<file path="config.mk">
export PLATFORM = sky130hd
export DESIGN_NAME = asf_alarm_status
export DESIGN_NICKNAME = d
export VERILOG_FILES = /design/src/common/asf_pkg.sv /design/src/common/asf_chan_if.sv /design/src/design/asf_chan_check.sv /design/src/design/asf_alarm_status.sv
export SDC_FILE = /design/constraint.sdc
export NUM_CORES = 2
export LEC_CHECK = 0
export ABC_AREA = 1
export BUFFER_PORTS_ARGS = -buffer_cell sky130_fd_sc_hd__buf_4
export CORE_MARGIN = 4
export CORE_UTILIZATION = 40
export CTS_BUF_LIST = sky130_fd_sc_hd__clkbuf_4 sky130_fd_sc_hd__clkbuf_8 sky130_fd_sc_hd__clkbuf_16
export CTS_CLUSTER_DIAMETER = 50
export DETAILED_ROUTE_END_ITERATION = 16
export GPL_TIMING_DRIVEN = 0
export MAX_ROUTING_LAYER = met4
export PLACE_DENSITY = 0.65
export SYNTH_ARGS = -nofsm -noshare
export SYNTH_HDL_FRONTEND = slang
export SYNTH_HIERARCHICAL = 1
export SYNTH_SLANG_ARGS = --single-unit
</file>
<file path="constraint.sdc">
create_clock -name clk -period 19.6 [get_ports clk]
set_clock_uncertainty 0.1 [all_clocks]
set_input_delay 3.92 -clock clk [delete_from_list [all_inputs] [get_ports clk]]
set_output_delay 3.92 -clock clk [all_outputs]
set_load 0.05 [all_outputs]
</file>
<file path="src/common/asf_pkg.sv">
// Purpose: shared constants and state types for the alarm status flag block
// Assumes: 100 MHz clock, APB word registers at byte address = index * 4
// Notes:   limits reset to the widest range so no pv alert fires before setup
package asf_pkg;
  localparam int unsigned CLK_FREQ_HZ = 100_000_000;
  localparam int NCH = 4;
  localparam int DW  = 16;

  // register indexes, byte address is index times four
  localparam logic [11:0] IDX_WARN      = 12'h002;
  localparam logic [11:0] IDX_DEF0      = 12'h004;
  localparam logic [11:0] IDX_DEF3      = 12'h007;
  localparam logic [11:0] IDX_FLAGS     = 12'h010;
  localparam logic [11:0] IDX_CTRL      = 12'h011;
  localparam logic [11:0] IDX_IRQ_STAT  = 12'h012;
  localparam logic [11:0] IDX_IRQ_MASK  = 12'h013;
  localparam logic [11:0] IDX_LIM0      = 12'h020;
  localparam logic [11:0] IDX_LIM_LAST  = 12'h02F;
  localparam logic [11:0] IDX_HIST0     = 12'hA00;
  localparam logic [11:0] IDX_HIST_LAST = 12'hA0F;

  // history entry word offsets
  localparam logic [3:0] HIST_CODE = 4'h0;
  localparam logic [3:0] HIST_ADDR = 4'h6;
  localparam logic [3:0] HIST_PV   = 4'h7;
  localparam logic [3:0] HIST_MV   = 4'h8;
  localparam logic [3:0] HIST_SV   = 4'h9;

  // alert index inside a channel, definition bit is index plus DEF_SHIFT
  localparam int ALR_PV_HI   = 0;
  localparam int ALR_PV_LO   = 1;
  localparam int ALR_RATE_HI = 2;
  localparam int ALR_RATE_LO = 3;
  localparam int DEF_SHIFT   = 2;

  // limit kind inside a channel limit group
  localparam int LIM_PV_HI   = 0;
  localparam int LIM_PV_LO   = 1;
  localparam int LIM_RATE_HI = 2;
  localparam int LIM_RATE_LO = 3;

  // warning code per alert kind, channel number goes in bits 7:4
  localparam logic [3:0][15:0] CODE_BASE =
    {16'h0D0A, 16'h0C0A, 16'h0B0A, 16'h0A0A};

  localparam int CTRL_TEST_BIT = 0;
  localparam int IRQ_W         = 5;
  localparam int IRQ_TEST_BIT  = 4;

  localparam logic [15:0] PV_HI_RST   = 16'h7FFF;
  localparam logic [15:0] PV_LO_RST   = 16'h8000;
  localparam logic [15:0] RATE_HI_RST = 16'h7FFF;
  localparam logic [15:0] RATE_LO_RST = 16'h8000;
  localparam logic [3:0][3:0][15:0] LIM_RST =
    {4{RATE_LO_RST, RATE_HI_RST, PV_LO_RST, PV_HI_RST}};

  // unit test length and mode indicator half period
  localparam int unsigned TEST_TIME_US  = 1000;
  localparam int unsigned TEST_CYCLES   =
    TEST_TIME_US * (CLK_FREQ_HZ / 1_000_000);
  localparam int unsigned FLASH_HALF_MS = 500;
  localparam int unsigned FLASH_CYCLES  =
    FLASH_HALF_MS * (CLK_FREQ_HZ / 1000);

  typedef struct packed {
    logic signed [15:0] prev_pv;
    logic               primed;
    logic [3:0]         alert;
  } asf_chan_st_t;

  typedef struct packed {
    logic [31:0]             prdata;
    logic                    pslverr;
    logic [3:0][3:0][15:0]   lim;
    logic [3:0][3:0]         al;
    logic [15:0]             code;
    logic                    code_vld;
    logic [1:0]              src_ch;
    logic [1:0]              src_bit;
    logic [15:0][15:0]       hist;
    logic [IRQ_W-1:0]        irq_stat;
    logic [IRQ_W-1:0]        irq_mask;
    logic                    run;
    logic                    done;
    logic                    flash;
    logic [31:0]             test_cnt;
    logic [31:0]             flash_cnt;
  } asf_top_st_t;
endpackage : asf_pkg

</file>
<file path="src/common/asf_chan_if.sv">
// Purpose: carries one channel's sample, limits and alert bits
// Assumes: all signals on the block clock
// Notes:   alert order is pv high, pv low, rate high, rate low
`timescale 1ns/10ps
interface asf_chan_if;
  logic                     sample;
  logic signed [15:0]       pv;
  logic signed [15:0]       pv_hi;
  logic signed [15:0]       pv_lo;
  logic signed [15:0]       rate_hi;
  logic signed [15:0]       rate_lo;
  logic [3:0]               alert;
  modport chk (input sample, pv, pv_hi, pv_lo, rate_hi, rate_lo,
               output alert);
  modport ctl (output sample, pv, pv_hi, pv_lo, rate_hi, rate_lo,
               input alert);
endinterface : asf_chan_if

</file>
<file path="src/design/asf_chan_check.sv">
// Purpose: limit checker for one channel, re-evaluated on every sample
// Assumes: sample is a one-cycle pulse on the block clock
// Notes:   rate alerts stay off until a second sample gives a difference
`timescale 1ns/10ps
module asf_chan_check (
  // clock and reset
  input wire logic clk,
  input wire logic rst,
  // channel link
  asf_chan_if.chk  ch
);
  asf_pkg::asf_chan_st_t st;
  asf_pkg::asf_chan_st_t next_st;
  logic signed [16:0]    delta;

  always_comb begin
    next_st = st;
    delta   = 17'(ch.pv) - 17'(st.prev_pv);
    if (ch.sample) begin
      next_st.prev_pv = ch.pv;
      next_st.primed  = 1'b1;
      next_st.alert[asf_pkg::ALR_PV_HI] = ch.pv > ch.pv_hi;
      next_st.alert[asf_pkg::ALR_PV_LO] = ch.pv < ch.pv_lo;
      next_st.alert[asf_pkg::ALR_RATE_HI] =
        st.primed && (delta > 17'(ch.rate_hi));
      next_st.alert[asf_pkg::ALR_RATE_LO] =
        st.primed && (delta < 17'(ch.rate_lo));
    end
  end

  always_ff @(posedge clk or posedge rst) begin
    if (rst) begin
      st <= '0;
    end else begin
      st <= next_st;
    end
  end

  assign ch.alert = st.alert;
endmodule : asf_chan_check

</file>
<file path="src/design/asf_alarm_status.sv">
// Purpose: four-channel alarm status, warning code, history, indicators
// Assumes: process, manipulated and set values come from same-clock logic
// Notes:   APB slave with zero wait states, read data captured at setup
//
// Function
// - pv above upper limit lights alarm, sets flag and bit 2.
// - pv below lower limit lights alarm, sets flag and bit 3.
// - rate above upper limit lights alarm, sets flag and bit 4.
// - rate below lower limit lights alarm, sets flag and bit 5.
// - one alert flag per channel on four consecutive bits.
// - back in range clears definition bit and channel flag by itself.
// - latest warning code clears itself once its cause is back in range.
// - each alert stores address, pv, mv and sv in history details.
// - first history entry is sixteen words with details at fixed offsets.
// - mode indicator flashes in unit test only when TEST_CYCLES exceeds FLASH_CYCLES; link indicator on when done.
// - with several errors only the newest code is kept.
`timescale 1ns/10ps
module asf_alarm_status #(
  parameter int unsigned TEST_CYCLES  = asf_pkg::TEST_CYCLES,
  parameter int unsigned FLASH_CYCLES = asf_pkg::FLASH_CYCLES
) (
  // clock and reset
  input  wire logic              clk,
  input  wire logic              rst,
  // apb slave
  input  wire logic [15:0]       paddr,
  input  wire logic              psel,
  input  wire logic              penable,
  input  wire logic              pwrite,
  input  wire logic [31:0]       pwdata,
  output logic [31:0]            prdata,
  output logic                   pready,
  output logic                   pslverr,
  // channel measurements
  input  wire logic              sample_valid,
  input  wire logic [3:0][15:0]  process_value,
  input  wire logic [3:0][15:0]  manipulated_value,
  input  wire logic [3:0][15:0]  set_value,
  // remote status
  output logic [3:0]             channel_alert_flag_bits,
  output logic [3:0][15:0]       channel_alert_definition_words,
  output logic [15:0]            latest_warning_code_word,
  // indicators and interrupt
  output logic                   alarm_indicator,
  output logic                   mode_indicator,
  output logic                   link_activity_indicator,
  output logic                   irq
);
  asf_pkg::asf_top_st_t st;
  asf_pkg::asf_top_st_t next_st;
  logic [3:0][3:0]      a;
  logic [3:0][3:0]      newb;
  logic [3:0]           any_now;
  logic [11:0]          idx;
  logic                 setup;
  logic                 wr;
  logic [asf_pkg::IRQ_W-1:0] irq_set;
  logic [asf_pkg::IRQ_W-1:0] irq_clr;

  function automatic logic is_map(input logic [15:0] adr);
    logic [11:0] i;
    i = adr[13:2];
    is_map = (adr[15:14] == 2'h0) && (adr[1:0] == 2'h0) &&
             ((i == asf_pkg::IDX_WARN) ||
              (i >= asf_pkg::IDX_DEF0 && i <= asf_pkg::IDX_DEF3) ||
              (i >= asf_pkg::IDX_FLAGS && i <= asf_pkg::IDX_IRQ_MASK) ||
              (i >= asf_pkg::IDX_LIM0 && i <= asf_pkg::IDX_LIM_LAST) ||
              (i >= asf_pkg::IDX_HIST0 && i <= asf_pkg::IDX_HIST_LAST));
  endfunction : is_map

  function automatic logic [15:0] def_word(input logic [3:0] al);
    def_word = {10'h000, al, 2'h0};
  endfunction : def_word

  function automatic logic [31:0] rd_word(input logic [11:0] i,
                                          input asf_pkg::asf_top_st_t s);
    rd_word = 32'h0000_0000;
    if (i == asf_pkg::IDX_WARN) begin
      rd_word[15:0] = s.code;
    end else if (i >= asf_pkg::IDX_DEF0 && i <= asf_pkg::IDX_DEF3) begin
      rd_word[15:0] = def_word(s.al[i[1:0]]);
    end else if (i == asf_pkg::IDX_FLAGS) begin
      for (int c = 0; c < asf_pkg::NCH; c++) begin
        rd_word[c] = |s.al[c];
      end
    end else if (i == asf_pkg::IDX_CTRL) begin
      rd_word[2:0] = {s.done, s.run, s.run};
    end else if (i == asf_pkg::IDX_IRQ_STAT) begin
      rd_word[asf_pkg::IRQ_W-1:0] = s.irq_stat;
    end else if (i == asf_pkg::IDX_IRQ_MASK) begin
      rd_word[asf_pkg::IRQ_W-1:0] = s.irq_mask;
    end else if (i >= asf_pkg::IDX_LIM0 && i <= asf_pkg::IDX_LIM_LAST) begin
      rd_word[15:0] = s.lim[i[3:2]][i[1:0]];
    end else if (i >= asf_pkg::IDX_HIST0 && i <= asf_pkg::IDX_HIST_LAST) begin
      rd_word[15:0] = s.hist[i[3:0]];
    end
  endfunction : rd_word

  genvar g;
  generate
    for (g = 0; g < asf_pkg::NCH; g++) begin : g_ch
      asf_chan_if chi ();
      assign chi.sample  = sample_valid;
      assign chi.pv      = process_value[g];
      assign chi.pv_hi   = st.lim[g][asf_pkg::LIM_PV_HI];
      assign chi.pv_lo   = st.lim[g][asf_pkg::LIM_PV_LO];
      assign chi.rate_hi = st.lim[g][asf_pkg::LIM_RATE_HI];
      assign chi.rate_lo = st.lim[g][asf_pkg::LIM_RATE_LO];
      assign a[g]        = chi.alert;
      asf_chan_check u_chk (
        .clk (clk),
        .rst (rst),
        .ch  (chi.chk)
      );
    end
  endgenerate

  assign idx   = paddr[13:2];
  assign setup = psel && !penable;
  assign wr    = psel && penable && pwrite && is_map(paddr);

  always_comb begin
    next_st = st;
    irq_set = '0;
    irq_clr = '0;
    for (int c = 0; c < asf_pkg::NCH; c++) begin
      any_now[c] = |a[c];
      newb[c]    = a[c] & ~st.al[c];
    end
    // apb setup phase captures the answer for the access phase
    if (setup) begin
      next_st.prdata  = pwrite ? 32'h0000_0000 : rd_word(idx, st);
      next_st.pslverr = !is_map(paddr);
    end
    if (wr) begin
      if (idx == asf_pkg::IDX_CTRL) begin
        // unit test start, ignored while one runs
        if (pwdata[asf_pkg::CTRL_TEST_BIT] && !st.run) begin
          next_st.run       = 1'b1;
          next_st.done      = 1'b0;
          next_st.flash     = 1'b1;
          next_st.test_cnt  = 32'(TEST_CYCLES - 1);
          next_st.flash_cnt = 32'(FLASH_CYCLES - 1);
        end
      end else if (idx == asf_pkg::IDX_IRQ_STAT) begin
        irq_clr = pwdata[asf_pkg::IRQ_W-1:0];
      end else if (idx == asf_pkg::IDX_IRQ_MASK) begin
        next_st.irq_mask = pwdata[asf_pkg::IRQ_W-1:0];
      end else if (idx >= asf_pkg::IDX_LIM0 &&
                   idx <= asf_pkg::IDX_LIM_LAST) begin
        next_st.lim[idx[3:2]][idx[1:0]] = pwdata[15:0];
      end
    end
    if (st.run) begin
      if (st.test_cnt == 32'h0000_0000) begin
        next_st.run  = 1'b0;
        next_st.done = 1'b1;
        irq_set[asf_pkg::IRQ_TEST_BIT] = 1'b1;
      end else begin
        next_st.test_cnt = st.test_cnt - 32'h0000_0001;
      end
      if (st.flash_cnt == 32'h0000_0000) begin
        next_st.flash     = !st.flash;
        next_st.flash_cnt = 32'(FLASH_CYCLES - 1);
      end else begin
        next_st.flash_cnt = st.flash_cnt - 32'h0000_0001;
      end
    end
    // code clears once its own cause is back in range
    if (st.code_vld && !a[st.src_ch][st.src_bit]) begin
      next_st.code     = 16'h0000;
      next_st.code_vld = 1'b0;
    end
    // later alerts overwrite, highest channel and bit last
    for (int c = 0; c < asf_pkg::NCH; c++) begin
      for (int b = 0; b < 4; b++) begin
        if (newb[c][b]) begin
          next_st.code = asf_pkg::CODE_BASE[b] |
                         {8'h00, 1'b0, 3'(c + 1), 4'h0};
          next_st.code_vld = 1'b1;
          next_st.src_ch   = 2'(c);
          next_st.src_bit  = 2'(b);
          irq_set[c]       = 1'b1;
          next_st.hist[asf_pkg::HIST_CODE] = next_st.code;
          next_st.hist[asf_pkg::HIST_ADDR] = 16'(asf_pkg::IDX_DEF0) + 16'(c);
          next_st.hist[asf_pkg::HIST_PV]   = process_value[c];
          next_st.hist[asf_pkg::HIST_MV]   = manipulated_value[c];
          next_st.hist[asf_pkg::HIST_SV]   = set_value[c];
        end
      end
    end
    // set wins over a clear in the same cycle
    next_st.irq_stat = (st.irq_stat & ~irq_clr) | irq_set;
    next_st.al = a;
  end

  always_ff @(posedge clk or posedge rst) begin
    if (rst) begin
      st     <= '0;
      st.lim <= asf_pkg::LIM_RST;
    end else begin
      st <= next_st;
    end
  end

  assign prdata  = st.prdata;
  assign pslverr = st.pslverr;
  // no wait states, the answer is ready at every access phase
  assign pready  = 1'b1;

  always_comb begin
    for (int c = 0; c < asf_pkg::NCH; c++) begin
      channel_alert_flag_bits[c]        = |st.al[c];
      channel_alert_definition_words[c] = def_word(st.al[c]);
    end
  end
  assign alarm_indicator          = |st.al;
  assign latest_warning_code_word = st.code;
  assign mode_indicator           = st.run ? st.flash : 1'b1;
  assign link_activity_indicator  = st.done;
  assign irq                      = |(st.irq_stat & st.irq_mask);
endmodule : asf_alarm_status

</file>
==> impl_metrics.env <==
export IMPL_htree_levels=3
export IMPL_path_clk_slew_ns=0.06
export IMPL_synth_edf_count=0
export IMPL_worstHoldPathCells=2
export IMPL_crit_cells=11
export IMPL_endpoint_kind="flip-flop"
export IMPL_n_fill_cell=8905
export IMPL_final_cells=6467
export IMPL_r2r_slack_ns=15.58
export IMPL_synth_avg_cell_area_sq_um=7.42
export IMPL_hold_class="flip-flop to flip-flop"
export IMPL_maxSlewHeadroom=0.138
export IMPL_routed_wl_um=147000
export IMPL_worst_pin_slew_ns=1.29
export IMPL_cts_root_buf="clkbuf_16"
export IMPL_drc=0
export IMPL_cts_sinks=514
export IMPL_vias=35237
export IMPL_grt_pass1_vias=32639
export IMPL_cellLeakagePower_uw=0.0194
export IMPL_grt_max_degree=126
export IMPL_crit_path_max_incr_delay_ns=0.55
export IMPL_clockBufferDepth=3
export IMPL_syn_to_final_growth_pct=17.8
export IMPL_syn_area_sq_um=35700
export IMPL_io_pins=368
export IMPL_design_area_sq_um=42100
export IMPL_hold_viol=0
export IMPL_postCtsHoldBufs=0
export IMPL_total_power_uw=3700
export IMPL_ff2ff_path_depth=11
export IMPL_cp_arrival_ns=7.35
export IMPL_setup_viol=0
export IMPL_max_freq_mhz=146
export IMPL_post_route_period_util=0.350
export IMPL_worstSkewPairLatency_ns=0.65
export IMPL_dp_cells=6325
export IMPL_drt_iter0_drc=3809
export IMPL_ys_seq_area_frac=0.365
export IMPL_gp_congestion=1.19
export IMPL_crit_type="input pin to flip-flop"
export IMPL_yosys_warnings=6
export IMPL_start_util=0.403
export IMPL_status="finished, final reports clean"
export IMPL_io_buffers=276
export IMPL_period_needed_ns=6.87
export IMPL_power_density_nw_per_um2=87.9
export IMPL_worstSetupEndpoint="prdata[8]"
export IMPL_maxCapViolCount=0
export IMPL_crit_start="paddr[4]"
export IMPL_core_area_sq_um=88500
export IMPL_setup_slack_ns=12.73
export IMPL_critical_path_top_delay_family="buffers and inverters"
export IMPL_ir_worst_vdd_mv=0.0655
export IMPL_crit_slowest_cell="o21ai_0"
export IMPL_syn_inst=4811
export IMPL_die_w_um=307
export IMPL_drt_pass1_iter_count=6
export IMPL_grt_overflow=0
export IMPL_cts_tree="done"
export IMPL_critPathRequiredTime_ns=20.08
export IMPL_dp_slack_ns=12.31
export IMPL_dpl_hpwl_um=118000
export IMPL_dieArea_sq_um=94100
export IMPL_ys_ff_latch=514
export IMPL_drive_gt1_frac=0.147
export IMPL_r2r_end="st[196]"
export IMPL_antenna_found_initial=5
export IMPL_cts_resized=0
export IMPL_synthFlopType="dfrtp_1"
export IMPL_crit_top_cell="nand2_1"
export IMPL_async_flop_share=1.00
export IMPL_worstPathCellList="buf_2 -> clkinv_1 -> nand2_1 -> buf_2 -> buf_1 -> o22ai_1 -> o21ai_0 -> nand2_1 -> o32ai_1 -> nand2_1 -> nand3_1"
export IMPL_hold_ws_ns=0.355
export IMPL_cp_buffers_inverters=4
export IMPL_place_area_sq_um=39600
export IMPL_drv_slew=0
export IMPL_gr_usage_all_layers=0.313
export IMPL_critPathLaunchType="input pin"
export IMPL_crit_fanout=10
export IMPL_die_height_um=307
export IMPL_numCtsBuffers=72
export IMPL_rsz0062_at_grt="false"
export IMPL_grt_pass1_wl_um=213000
export IMPL_num_rows=109
export IMPL_hp_start="st[80]"
export IMPL_post_cts_buffers=0
export IMPL_ant_nets=0
export IMPL_avgViaCountPerCell=5.45
export IMPL_wl_per_cell_um=22.8
export IMPL_synth_cell_types=57
export IMPL_layout_nets=5807
export IMPL_worstReg2RegStart="g_ch[3].u_chk/ch.alert[3]"
## cell type report
| type | instances | area (sq um) | share of cell area |
|---|---|---|---|
| Antenna cell | 9 | 22.5 | 0.000535 |
| Clock inverter | 43 | 468 | 0.0111 |
| Sequential cell | 514 | 13000 | 0.309 |
| Tap cell | 1165 | 1460 | 0.0346 |
| Timing Repair Buffer | 279 | 2150 | 0.0512 |
| Clock buffer | 90 | 2000 | 0.0475 |
| Inverter | 661 | 2490 | 0.0592 |
| Multi-Input combinational cell | 3404 | 18800 | 0.447 |
| Buffer | 302 | 1680 | 0.0398 |
## worst min-delay path, cell delays in order (launching register included)
cell     delay (ns)
dfrtp_1        0.32
inv_1          0.05
nand2_1        0.05
## state kept, by name (all words and copies together) (netlist names)
signal                          count
g_ch.u_chk/ch.alert                16
g_ch.chi.rate_hi                   64
channel_alert_definition_words     16
st                                133
pslverr                             1
latest_warning_code_word            7
g_ch.chi.pv_hi                     64
link_activity_indicator             1
g_ch.chi.rate_lo                   64
g_ch.u_chk/st                      68
prdata                             16
g_ch.chi.pv_lo                     64
## through the flow
stage	util	setup TNS, ns
2_1_floorplan	-	0
3_3_place_gp	0.446	-465.80
3_5_place_dp	0.447	0
4_1_cts	0.475	0
5_1_grt	0.475	0
6_report	0.475	0
## report_power, final
part           switching, uW  internal [uW]
clock network            551            782
logic                    757            374
registers               81.3           1150
## cell families (layout without fill, tap and decap cells)
family | after synthesis | count (layout) | share of synthesized area
AOI/OAI and AO/OA | 1157 | 1157 | 0.183
xor gates and xnor gates | 63 | 63 | 0.0155
adders and majority gates | 327 | 327 | 0.115
buffers and inverters | 963 | 1375 | 0.116
DFF | 514 | 514 | 0.365
muxes | 1 | 1 | 0.000280
other | 2 | 81 | 0.000210
and+or+nand+nor | 1784 | 1784 | 0.204
## cells in the mapped netlist, types with 7 or more instances
| cell | number | area (sq um) |
|---|---|---|
| xnor2_1 | 22 | 193 |
| o22ai_1 | 130 | 813 |
| buf_1 | 7 | 26.3 |
| a221oi_1 | 26 | 228 |
| inv_1 | 648 | 2430 |
| dfstp_2 | 128 | 3360 |
| o31ai_1 | 13 | 97.6 |
| nand2_2 | 9 | 56.3 |
| inv_2 | 7 | 26.3 |
| nand3b_1 | 8 | 60.1 |
| o221ai_1 | 7 | 61.3 |
| o21ai_0 | 435 | 2180 |
| xor2_1 | 41 | 359 |
| nor4_1 | 10 | 62.6 |
| o21a_1 | 24 | 180 |
| o211ai_1 | 41 | 308 |
| ha_1 | 323 | 4040 |
| a31o_2 | 10 | 87.6 |
| or2_2 | 7 | 43.8 |
| nor3_1 | 32 | 160 |
| buf_2 | 28 | 140 |
| buf_4 | 135 | 1010 |
| o21bai_1 | 8 | 60.1 |
| nand2_1 | 1168 | 4380 |
| nand3_1 | 168 | 841 |
| nor2_1 | 308 | 1160 |
| clkbuf_1 | 132 | 495 |
| nor2_2 | 9 | 56.3 |
| a21oi_1 | 304 | 1520 |
| nand4_1 | 45 | 282 |
| dfrtp_1 | 386 | 9660 |
| a31oi_1 | 17 | 106 |
| o21ai_2 | 12 | 105 |
| o21ai_1 | 96 | 480 |
## worst min path at each step
stage	to	slack (ns)
3_5_place_dp	st[80]	0.34
5_1_grt	g_ch[2].u_chk/st[4]	0.39
2_1_floorplan	st[80]	0.32
6_report	st[80]	0.36
4_1_cts	st[80]	0.35
3_3_place_gp	st[80]	0.34
## metal layers
layer	global-route usage	part of all wire
met4	0.148	0.055
met3	0.0642	0.093
met1	0.420	0.43
met5	-	0
met2	0.455	0.43
## cells in the final DEF, fill, tap and decap left out, drive strengths merged, types with 24 or more instances in the layout
cell / netlist / layout
nor2: 322 / 322
clkbuf: 132 / 222
clkinv: 5 / 26
nand3: 172 / 172
dfstp: 128 / 128
a21oi: 308 / 308
nand2: 1177 / 1177
inv: 656 / 667
o21ai: 543 / 543
o21a: 24 / 24
dfrtp: 386 / 386
a221oi: 26 / 26
conb: 2 / 72
nand4: 45 / 45
ha: 323 / 323
o22ai: 130 / 130
xor2: 41 / 41
nor3: 36 / 36
buf: 170 / 449
o211ai: 41 / 41
Power figures use the tool's default switching activity.
